<file path="src/inc/pfp_pkg.sv">
// Package for the processor status word and next-instruction pointer block.
// Assumes a single 200 MHz clock domain and a synchronous active-low reset.
package pfp_pkg;
   // Status word bit positions
   localparam int unsigned BIT_CARRY  = 0;
   localparam int unsigned BIT_RSV1   = 1;
   localparam int unsigned BIT_PARITY = 2;
   localparam int unsigned BIT_HALF   = 4;
   localparam int unsigned BIT_ZERO   = 6;
   localparam int unsigned BIT_SIGN   = 7;
   localparam int unsigned BIT_STEP   = 8;
   localparam int unsigned BIT_INTEN  = 9;
   localparam int unsigned BIT_DIR    = 10;
   localparam int unsigned BIT_OVF    = 11;
   localparam int unsigned BIT_IOPL0  = 12;
   localparam int unsigned BIT_NEST   = 14;
   localparam int unsigned BIT_RESUME = 16;
   localparam int unsigned BIT_V86    = 17;
   localparam int unsigned BIT_ALIGN  = 18;
   localparam int unsigned BIT_VINT   = 19;
   localparam int unsigned BIT_VPEND  = 20;
   localparam int unsigned BIT_PROBE  = 21;

   // Reset value: only reserved bit 1 set
   localparam logic [31:0] PSW_RESET = 32'h0000_0002;
   // Bits that exist; reserved bits 3,5,15,22..31 read zero, bit 1 reads one
   localparam logic [31:0] PSW_IMPL  = 32'h003f_7fd5;
   // Bits a flag pop may load before privilege filtering
   localparam logic [31:0] POP_MASK  = 32'h003f_7fd5;
   localparam logic [1:0]  PRIV_TOP  = 2'h0;

   // Operation codes presented by the core
   typedef enum logic [4:0] {
      OP_NONE      = 5'h00,
      OP_ADD       = 5'h01,
      OP_ADC       = 5'h02,
      OP_SUB       = 5'h03,
      OP_SBB       = 5'h04,
      OP_LOGIC     = 5'h05,
      OP_SET_CARRY = 5'h06,
      OP_CLR_CARRY = 5'h07,
      OP_CMP_CARRY = 5'h08,
      OP_BIT_TEST  = 5'h09,
      OP_SET_DIR   = 5'h0a,
      OP_CLR_DIR   = 5'h0b,
      OP_POP_FLAGS = 5'h0c,
      OP_INT_RET   = 5'h0d,
      OP_SET_STEP  = 5'h0e,
      OP_CLR_STEP  = 5'h0f,
      OP_SET_INTEN = 5'h10,
      OP_CLR_INTEN = 5'h11,
      OP_TASK_LINK = 5'h12,
      OP_TASK_FREE = 5'h13
   } pfp_op_t;

   // Pointer update kinds
   typedef enum logic [1:0] {
      PC_HOLD   = 2'b00,
      PC_SEQ    = 2'b01,
      PC_XFER   = 2'b10
   } pfp_pc_t;

   // Operation request from the core
   typedef struct packed {
      logic        valid;
      pfp_op_t     op;
      logic [31:0] a;
      logic [31:0] b;
      logic [4:0]  bit_sel;
      logic [31:0] pop_word;
   } pfp_req_t;

   // Arithmetic result and its flags
   typedef struct packed {
      logic [31:0] result;
      logic        carry;
      logic        parity;
      logic        half;
      logic        zero;
      logic        sign;
      logic        ovf;
   } pfp_alu_t;

   // Whole state of the block
   typedef struct packed {
      logic [31:0] psw;
      logic [31:0] nip;
      logic [31:0] result;
   } pfp_state_t;
endpackage

</file>
<file path="src/logic/pfp_alu.sv">
// Adder and flag generator for the status word block.
// Assumes operands and carry-in are stable for the cycle; purely combinational.
`timescale 1ns/1ps
module pfp_alu #(
   parameter int unsigned W = 32
) (
   input  wire logic [W-1:0]     a_i,
   input  wire logic [W-1:0]     b_i,
   input  wire logic             sub_i,
   input  wire logic             cin_i,
   input  wire logic             logic_i,
   output pfp_pkg::pfp_alu_t     out_o
);
   // Elaboration check: flag positions assume a 32-bit word
   if (W != 32)
   begin : g_bad_width
      $error("pfp_alu supports W = 32 only");
   end

   logic [W:0]   sum;
   logic [W-1:0] bop;
   logic [4:0]   low;
   logic         cb;

   // Subtract as add of inverse; borrow is the inverted carry
   always_comb
   begin
      cb    = sub_i ? ~cin_i : cin_i;
      bop   = sub_i ? ~b_i : b_i;
      sum   = {1'b0, a_i} + {1'b0, bop} + {{W{1'b0}}, cb};
      low   = {1'b0, a_i[3:0]} + {1'b0, bop[3:0]} + {4'h0, cb};
      out_o.result = logic_i ? (a_i & b_i) : sum[W-1:0];
      out_o.carry  = logic_i ? 1'b0 : (sum[W] ^ sub_i);                 // [RL1]
      out_o.half   = logic_i ? 1'b0 : (low[4] ^ sub_i);                 // [RL3]
      out_o.parity = ~^out_o.result[7:0];                               // [RL2]
      out_o.zero   = (out_o.result == '0);                              // [RL4]
      out_o.sign   = out_o.result[W-1];                                 // [RL5]
      out_o.ovf    = logic_i ? 1'b0 :
                     ((a_i[W-1] == bop[W-1]) && (sum[W-1] != a_i[W-1])); // [RL6]
   end
endmodule

</file>
<file path="src/logic/pfp_flags.sv">
// Processor status word and next-instruction pointer.
// Assumes the core issues one request per cycle and sequences control flow.
// What this block does
// [RL1] Carry out of top bit sets carry
// [RL2] Even ones in low byte set parity
// [RL3] Carry out of bit 3 sets half-carry
// [RL4] Zero result sets zero flag
// [RL5] Sign flag copies result top bit
// [RL6] Signed overflow sets overflow flag
// [RL7] Only carry has set, clear, complement, bit-copy
// [RL8] Add/subtract with carry consume carry
// [RL9] Direction bit picks string step sign
// [RL10] Interrupt enable gates maskable interrupts
// [RL11] Step bit enables single-step mode
// [RL12] I/O allowed when privilege <= I/O level
// [RL13] I/O level changes only by pop/return at top privilege
// [RL14] Nesting bit tracks linked task
// [RL15] Resume bit steers debug exception response
// [RL16] Mode bit selects virtual-8086 mode
// [RL17] Alignment checks need both enable bits
// [RL18] Virtual interrupt mirrors enable; pending software-only
// [RL19] Probe bit is software toggleable
// [RL20] Pointer moves sequentially or by transfer only
// [RL21] Flow follows pointer, not prefetch address
// [RL22] Reset loads word with only bit 1 set
// [RL23] Reserved bits carry no function
// [RL24] Undefined flags keep their value
`timescale 1ns/1ps
module pfp_flags #(
   parameter int unsigned W = 32
) (
   input  wire logic               clk_i,
   input  wire logic               rst_n_i,
   input  pfp_pkg::pfp_req_t       req_i,
   input  wire logic [1:0]         cur_priv_i,
   input  wire logic               vme_i,
   input  wire logic               align_mask_i,
   input  wire logic               intr_req_i,
   input  wire logic               io_req_i,
   input  wire logic               debug_exc_i,
   input  pfp_pkg::pfp_pc_t        pc_kind_i,
   input  wire logic [W-1:0]       pc_step_i,
   input  wire logic [W-1:0]       pc_target_i,
   output logic [31:0]             psw_o,
   output logic [W-1:0]            nip_o,
   output logic [W-1:0]            result_o,
   output logic                    intr_take_o,
   output logic                    io_allow_o,
   output logic                    step_mode_o,
   output logic                    string_dec_o,
   output logic                    v86_mode_o,
   output logic                    align_chk_o,
   output logic                    debug_take_o,
   output logic                    vint_pending_o
);
   // Elaboration check: status word layout is fixed at 32 bits
   if (W != 32)
   begin : g_bad_width
      $error("pfp_flags supports W = 32 only");
   end

   pfp_pkg::pfp_state_t st_q;
   pfp_pkg::pfp_state_t st_d;
   pfp_pkg::pfp_alu_t   alu;
   logic                is_sub;
   logic                use_cin;
   logic                is_arith;
   logic                is_logic;
   logic                is_pop;
   logic [31:0]         popw;
   logic [31:0]         keep;

   // Decode operand routing for the adder
   always_comb
   begin
      is_sub   = (req_i.op == pfp_pkg::OP_SUB) || (req_i.op == pfp_pkg::OP_SBB);
      use_cin  = (req_i.op == pfp_pkg::OP_ADC) || (req_i.op == pfp_pkg::OP_SBB); // [RL8]
      is_logic = (req_i.op == pfp_pkg::OP_LOGIC);
      is_pop   = req_i.valid && ((req_i.op == pfp_pkg::OP_POP_FLAGS) ||
                 (req_i.op == pfp_pkg::OP_INT_RET));
      is_arith = req_i.valid && (is_logic || use_cin ||
                 (req_i.op == pfp_pkg::OP_ADD) || (req_i.op == pfp_pkg::OP_SUB));
   end

   pfp_alu #(
      .W(W)
   ) u_alu (
      .a_i    (req_i.a),
      .b_i    (req_i.b),
      .sub_i  (is_sub),
      .cin_i  (use_cin & st_q.psw[pfp_pkg::BIT_CARRY]),     // [RL8]
      .logic_i(is_logic),
      .out_o  (alu)
   );

   // Next-state: flags held unless the operation defines them
   always_comb
   begin
      st_d = st_q;                                          // [RL24]
      popw = 32'h0000_0000;
      keep = 32'h0000_0000;
      if (is_arith)
      begin
         st_d.result                       = alu.result;
         st_d.psw[pfp_pkg::BIT_CARRY]      = alu.carry;    // [RL1]
         st_d.psw[pfp_pkg::BIT_PARITY]     = alu.parity;   // [RL2]
         st_d.psw[pfp_pkg::BIT_HALF]       = alu.half;     // [RL3]
         st_d.psw[pfp_pkg::BIT_ZERO]       = alu.zero;     // [RL4]
         st_d.psw[pfp_pkg::BIT_SIGN]       = alu.sign;     // [RL5]
         st_d.psw[pfp_pkg::BIT_OVF]        = alu.ovf;      // [RL6]
      end
      else if (req_i.valid)
      begin
         case (req_i.op)
            pfp_pkg::OP_SET_CARRY: st_d.psw[pfp_pkg::BIT_CARRY] = 1'b1;  // [RL7]
            pfp_pkg::OP_CLR_CARRY: st_d.psw[pfp_pkg::BIT_CARRY] = 1'b0;  // [RL7]
            pfp_pkg::OP_CMP_CARRY: st_d.psw[pfp_pkg::BIT_CARRY] =
                                   ~st_q.psw[pfp_pkg::BIT_CARRY];        // [RL7]
            pfp_pkg::OP_BIT_TEST:  st_d.psw[pfp_pkg::BIT_CARRY] =
                                   req_i.a[req_i.bit_sel];               // [RL7]
            pfp_pkg::OP_SET_DIR:   st_d.psw[pfp_pkg::BIT_DIR] = 1'b1;    // [RL9]
            pfp_pkg::OP_CLR_DIR:   st_d.psw[pfp_pkg::BIT_DIR] = 1'b0;    // [RL9]
            pfp_pkg::OP_SET_STEP:  st_d.psw[pfp_pkg::BIT_STEP] = 1'b1;   // [RL11]
            pfp_pkg::OP_CLR_STEP:  st_d.psw[pfp_pkg::BIT_STEP] = 1'b0;   // [RL11]
            pfp_pkg::OP_SET_INTEN: st_d.psw[pfp_pkg::BIT_INTEN] = 1'b1;  // [RL10]
            pfp_pkg::OP_CLR_INTEN: st_d.psw[pfp_pkg::BIT_INTEN] = 1'b0;  // [RL10]
            pfp_pkg::OP_TASK_LINK: st_d.psw[pfp_pkg::BIT_NEST] = 1'b1;   // [RL14]
            pfp_pkg::OP_TASK_FREE: st_d.psw[pfp_pkg::BIT_NEST] = 1'b0;   // [RL14]
            pfp_pkg::OP_POP_FLAGS,
            pfp_pkg::OP_INT_RET:
            begin
               // I/O level field is protected below top privilege
               keep = ~pfp_pkg::POP_MASK;
               if (cur_priv_i != pfp_pkg::PRIV_TOP)
               begin
                  keep[pfp_pkg::BIT_IOPL0 +: 2] = 2'b11;                 // [RL13]
               end
               popw = (req_i.pop_word & ~keep) | (st_q.psw & keep);
               // Probe and pending bits load freely from software
               st_d.psw = (popw & pfp_pkg::PSW_IMPL) | pfp_pkg::PSW_RESET; // [RL19] [RL23]
            end
            default:
            begin
               st_d.psw = st_q.psw;                                       // [RL24]
            end
         endcase
      end
      // Virtual interrupt copy follows enable when extensions are on
      if (vme_i)
      begin
         st_d.psw[pfp_pkg::BIT_VINT] = st_d.psw[pfp_pkg::BIT_INTEN];       // [RL18]
      end
      // Resume bit is consumed by the debug exception it suppresses;
      // a pop in the same cycle wins so a reloaded bit is not lost
      if (debug_exc_i && st_q.psw[pfp_pkg::BIT_RESUME] && !is_pop)
      begin
         st_d.psw[pfp_pkg::BIT_RESUME] = 1'b0;                             // [RL15]
      end
      // Pointer only advances or takes a transfer target
      case (pc_kind_i)
         pfp_pkg::PC_SEQ:  st_d.nip = st_q.nip + pc_step_i;                // [RL20]
         pfp_pkg::PC_XFER: st_d.nip = pc_target_i;                         // [RL20]
         default:          st_d.nip = st_q.nip;
      endcase
   end

   // Single state register
   always_ff @(posedge clk_i)
   begin
      if (!rst_n_i)
      begin
         st_q.psw    <= pfp_pkg::PSW_RESET;                                // [RL22]
         st_q.nip    <= '0;
         st_q.result <= '0;
      end
      else
      begin
         st_q <= st_d;
      end
   end

   // Control outputs derived from stored word
   always_comb
   begin
      psw_o          = st_q.psw;
      nip_o          = st_q.nip;                                           // [RL21]
      result_o       = st_q.result;
      intr_take_o    = intr_req_i & st_q.psw[pfp_pkg::BIT_INTEN];         // [RL10]
      io_allow_o     = io_req_i &
                       (cur_priv_i <= st_q.psw[pfp_pkg::BIT_IOPL0 +: 2]); // [RL12]
      step_mode_o    = st_q.psw[pfp_pkg::BIT_STEP];                       // [RL11]
      string_dec_o   = st_q.psw[pfp_pkg::BIT_DIR];                        // [RL9]
      v86_mode_o     = st_q.psw[pfp_pkg::BIT_V86];                        // [RL16]
      align_chk_o    = st_q.psw[pfp_pkg::BIT_ALIGN] & align_mask_i;      // [RL17]
      debug_take_o   = debug_exc_i & ~st_q.psw[pfp_pkg::BIT_RESUME];     // [RL15]
      vint_pending_o = vme_i & st_q.psw[pfp_pkg::BIT_VPEND];             // [RL18]
   end
endmodule

</file>
<file path="config.mk">
export PLATFORM = sky130hd
export DESIGN_NAME = pfp_flags
export DESIGN_NICKNAME = d
export VERILOG_FILES = /design/src/inc/pfp_pkg.sv /design/src/logic/pfp_alu.sv /design/src/logic/pfp_flags.sv
export SDC_FILE = /design/constraint.sdc
export NUM_CORES = 1
export LEC_CHECK = 0
export ABC_AREA = 1
export BUFFER_PORTS_ARGS = -buffer_cell sky130_fd_sc_hd__buf_4
export CORE_MARGIN = 2
export CORE_UTILIZATION = 30
export DETAILED_ROUTE_END_ITERATION = 6
export HOLD_SLACK_MARGIN = 0.05
export PLACE_DENSITY_LB_ADDON = 0.15
export REMOVE_ABC_BUFFERS = 1
export SLEW_MARGIN = 0
export SYNTH_ARGS = -nofsm -noshare
export SYNTH_HDL_FRONTEND = slang
export SYNTH_SLANG_ARGS = --single-unit
</file>
<file path="constraint.sdc">
create_clock -name clk_i -period 4.53 [get_ports clk_i]
set_clock_uncertainty 0.05 [all_clocks]
set_input_delay 1.1325 -clock clk_i [delete_from_list [all_inputs] [get_ports clk_i]]
set_output_delay 1.1325 -clock clk_i [all_outputs]
set_load 0.01 [all_outputs]
</file>
==> out/results.ini <==
[placement]
place_ws_ns=-0.176
io_buffers=257
gp_congestion=0.951
hpwl_um=28700
place_area_sq_um=11900

[worst_setup_path]
worstReg2RegStart=psw_o[0]
path_buf_inv=2
endpoint_kind=register
start_kind=input port
r2r_cells=19
path_class=in -> reg
cpPeakStageDelay_ns=0.42
path_delay_family=simple AND/OR/NAND/NOR gates
arrival_ns=4.46
crit_chain=buf_4 > nor2_1 > nand3_2 > a21oi_1 > xor2_1 > fa_1 > fa_2 > nand2_1 > nand3_1 > or2_2 > a32oi_1 > buf_4 > ha_1 > nand4_1 > nor2_1 > nand3_1 > nor2_1 > nand3_1 > nor2_1 > nand3_1 > a21oi_2
r2r_end=psw_o[6]
cp_data_required_time_ns=4.76
crit_path_top_delay_cell=fa_1
ff2ff_setup_slack_ns=1.10
path_max_fanout=5

[drt]
drc=0
vias=10800
wl_per_cell_um=15.5
drt_pass1_iterations=5
routed_wl_um=35000
antenna_left=0
vias_per_cell=4.78
drtIter0Drc=672

[pwr]
p_total_w=0.00331
cellPowerDensity_nw_per_um2=270
power.leakage_nw=6.80
p_int_w=0.00201
vdd_drop_max_uv=166
swShare=0.391
p_sw_w=0.00130
p_clk_frac=0.247
combPwrFrac=0.502
p_seq_frac=0.251

[global_routing]
antenna_found_initial=2
overflow=0
grt_pass1_vias=10300
grt_pass1_wl_um=53900
track_usage=0.219
grt_max_degree=59

[synth]
synth_warnings=0
synth_fa_ha_area_frac=0.103
async_reset_ff_frac=0
synth_area_leaders=dfxtp_1, nand2_1, ha_1
ys.flop_type=dfxtp_1
synth_top_area_cell=dfxtp_1
synth-compound-area-share=0.192
ys_seq_area_frac=0.183
synth_edf_count=0
synthMuxAreaShare=0
synth_top_area_share=0.183
yosys.area_share.simple=0.346
synth_xor_area_frac=0.0517
postSynthCellCount=1536
syn_area_per_cell_sq_um=5.85
synth_top_family_by_area=simple AND/OR/NAND/NOR gates
ys_seq_elements=82
netlist_area_sq_um=8990
synth_cell_types=47

[run]
cap_violations=0

[timing]
setup_viol=0
max_freq_mhz=236
fin_tns_setup_ns=0
setup_slack_ns=0.300
slew_headroom=0.273
worst_pin_slew_ns=1.09
rsz0062_at_grt=no
slew_viol_final=0
timing.final.crit_share=0.934
period_needed_ns=4.23
finalHoldViolations=0

[final_layout]
finalInstanceArea_sq_um=12300
post-route-util=0.415
antenna_cells=0
drive_gt1_frac=0.217
syn_to_final_growth_pct=36.5
layout.nets=2114
nFillCells=3302

[clock_tree]
cts.htree.levels=3
cts_tree=done
ctsHoldBuffers=0
cts_sinks=82
clk_path_buf_depth=2
post-cts-setup-buffers=0
insertion_delay_ns=0.35
numCtsBuffers=9
clk_pin_slew_ns=0.06
clock-root-buffer=clkbuf_16

[die]
coreArea_sq_um=29600
rows=63
die_width_um=177
io_pins=286
dieHeight_um=177
die_area_sq_um=31400
start_util=0.304

[worst_hold_path]
worstHoldPathType=reg -> reg
min-delay-start=result_o[31]
holdPathEnd=result_o[31]
min_path_cells=2

[outcome]
outcome=complete, no violations

==> metrics by stage <==
step / std cells / hold slack, ns
2_1_floorplan: 1489 / 0.440
3_3_place_gp: 2239 / 0.409
3_5_place_dp: 2239 / 0.409
4_1_cts: 2255 / 0.435
5_1_grt: 2255 / 0.469
6_report: 2255 / 0.434
==> worst reg2reg max path, stage by stage, from the launching register on <==
cell     delay (ns)
dfxtp_1        0.38
inv_1          0.08
a21oi_1        0.15
xor2_1         0.10
fa_1           0.42
fa_2           0.40
nand2_1        0.09
nand3_1        0.09
or2_2          0.28
a32oi_1        0.15
buf_4          0.15
ha_1           0.14
nand4_1        0.09
nor2_1         0.12
nand3_1        0.10
nor2_1         0.14
nand3_1        0.10
nor2_1         0.09
nand3_1        0.11
a21oi_2        0.12
==> layout by cell type, fill, tap and decap left out, types with 3 or more instances in the layout <==
| master | netlist | layout |
|---|---|---|
| inv_1 | 213 | 213 |
| nand2_1 | 424 | 424 |
| ha_1 | 69 | 69 |
| or2_2 | 10 | 10 |
| conb_1 | 2 | 14 |
| a21o_1 | 8 | 8 |
| o21ai_0 | 88 | 88 |
| o221ai_1 | 10 | 10 |
| nor2_2 | 3 | 4 |
| nand3b_1 | 4 | 4 |
| xnor2_1 | 11 | 11 |
| o21a_1 | 5 | 5 |
| o21bai_1 | 13 | 13 |
| o211ai_1 | 22 | 22 |
| nand2_2 | 3 | 3 |
| a22oi_1 | 3 | 3 |
| buf_4 | 19 | 358 |
| xor2_1 | 42 | 41 |
| a32oi_1 | 4 | 3 |
| nor2_1 | 171 | 169 |
| a21boi_0 | 3 | 3 |
| nor3_1 | 11 | 11 |
| dfxtp_1 | 82 | 82 |
| nand3_1 | 103 | 103 |
| a21oi_1 | 125 | 125 |
| nand4_1 | 15 | 15 |
| a31oi_1 | 10 | 10 |
| clkbuf_16 | 0 | 9 |
==> layer usage <==
| layer | share of wire | vias to the layer above | GRT usage |
|---|---|---|---|
| li1 | - | 5616 | - |
| met1 | 0.45 | 4814 | 0.275 |
| met2 | 0.46 | 302 | 0.375 |
| met3 | 0.064 | 40 | 0.0477 |
| met4 | 0.022 | 4 | 0.0613 |
| met5 | 0.00094 | - | 0 |
==> final cells by class <==
| type | instances | area, sq um | share of cell area |
|---|---|---|---|
| clock buffer | 11 | 243 | 0.0198 |
| inverter | 216 | 811 | 0.0661 |
| multi-input combinational | 1191 | 6300 | 0.513 |
| timing repair buffer | 360 | 2710 | 0.221 |
| sequential | 82 | 1640 | 0.134 |
| clock inverter | 5 | 77.6 | 0.00632 |
| tap | 390 | 488 | 0.0398 |
==> worst max path at each step <==
stage,end,from,cells after the start,slack [ns]
6_report,psw_o[6],req_i[102],21,0.30
3_5_place_dp,psw_o[2],req_i[102],17,-0.18
5_1_grt,psw_o[6],req_i[103],25,0.04
2_1_floorplan,psw_o[2],req_i[103],16,-0.01
4_1_cts,psw_o[2],req_i[102],17,0.18
3_3_place_gp,psw_o[2],req_i[102],17,-0.16
==> state kept, by name, indices dropped and copies added (netlist names), named ones only <==
signal,count
psw_o,16
result_o,32
nip_o,32
==> synth_stat cells (11+ instances only) <==
| cell | instances |
|---|---|
| a21oi_1 | 125 |
| buf_2 | 12 |
| buf_4 | 19 |
| clkbuf_1 | 27 |
| dfxtp_1 | 82 |
| ha_1 | 69 |
| inv_1 | 213 |
| nand2_1 | 424 |
| nand3_1 | 103 |
| nand4_1 | 15 |
| nor2_1 | 171 |
| nor3_1 | 11 |
| o211ai_1 | 22 |
| o21ai_0 | 88 |
| o21bai_1 | 13 |
| xnor2_1 | 11 |
| xor2_1 | 42 |
==> cell families (layout without fill, tap and decap cells) <==
family	after synthesis	count (layout)
compound gates	299	299
xor+xnor	53	53
fa+ha+maj	72	72
buf+inv	275	592
flops	82	82
other cells	2	14
simple gates	753	753
==> what timing repair did <==
item	in CTS	in global routing
endpoints found under the hold margin	0	0
endpoints found under the setup margin	0	3
gates resized for setup	0	7
==> power by group through the flow <==
stage | Combinational (W) | Sequential, W | Clock, W
global route | 0.00187 | 0.000837 | 0.000872
detailed placement | 0.00166 | 0.000845 | 0
floorplan | 0.000911 | 0.000863 | 0
CTS | 0.00166 | 0.000829 | 0.000845
global placement | 0.00165 | 0.000845 | 0
finish | 0.00166 | 0.000830 | 0.000819
Note: power is estimated with default switching activity, not from simulation.
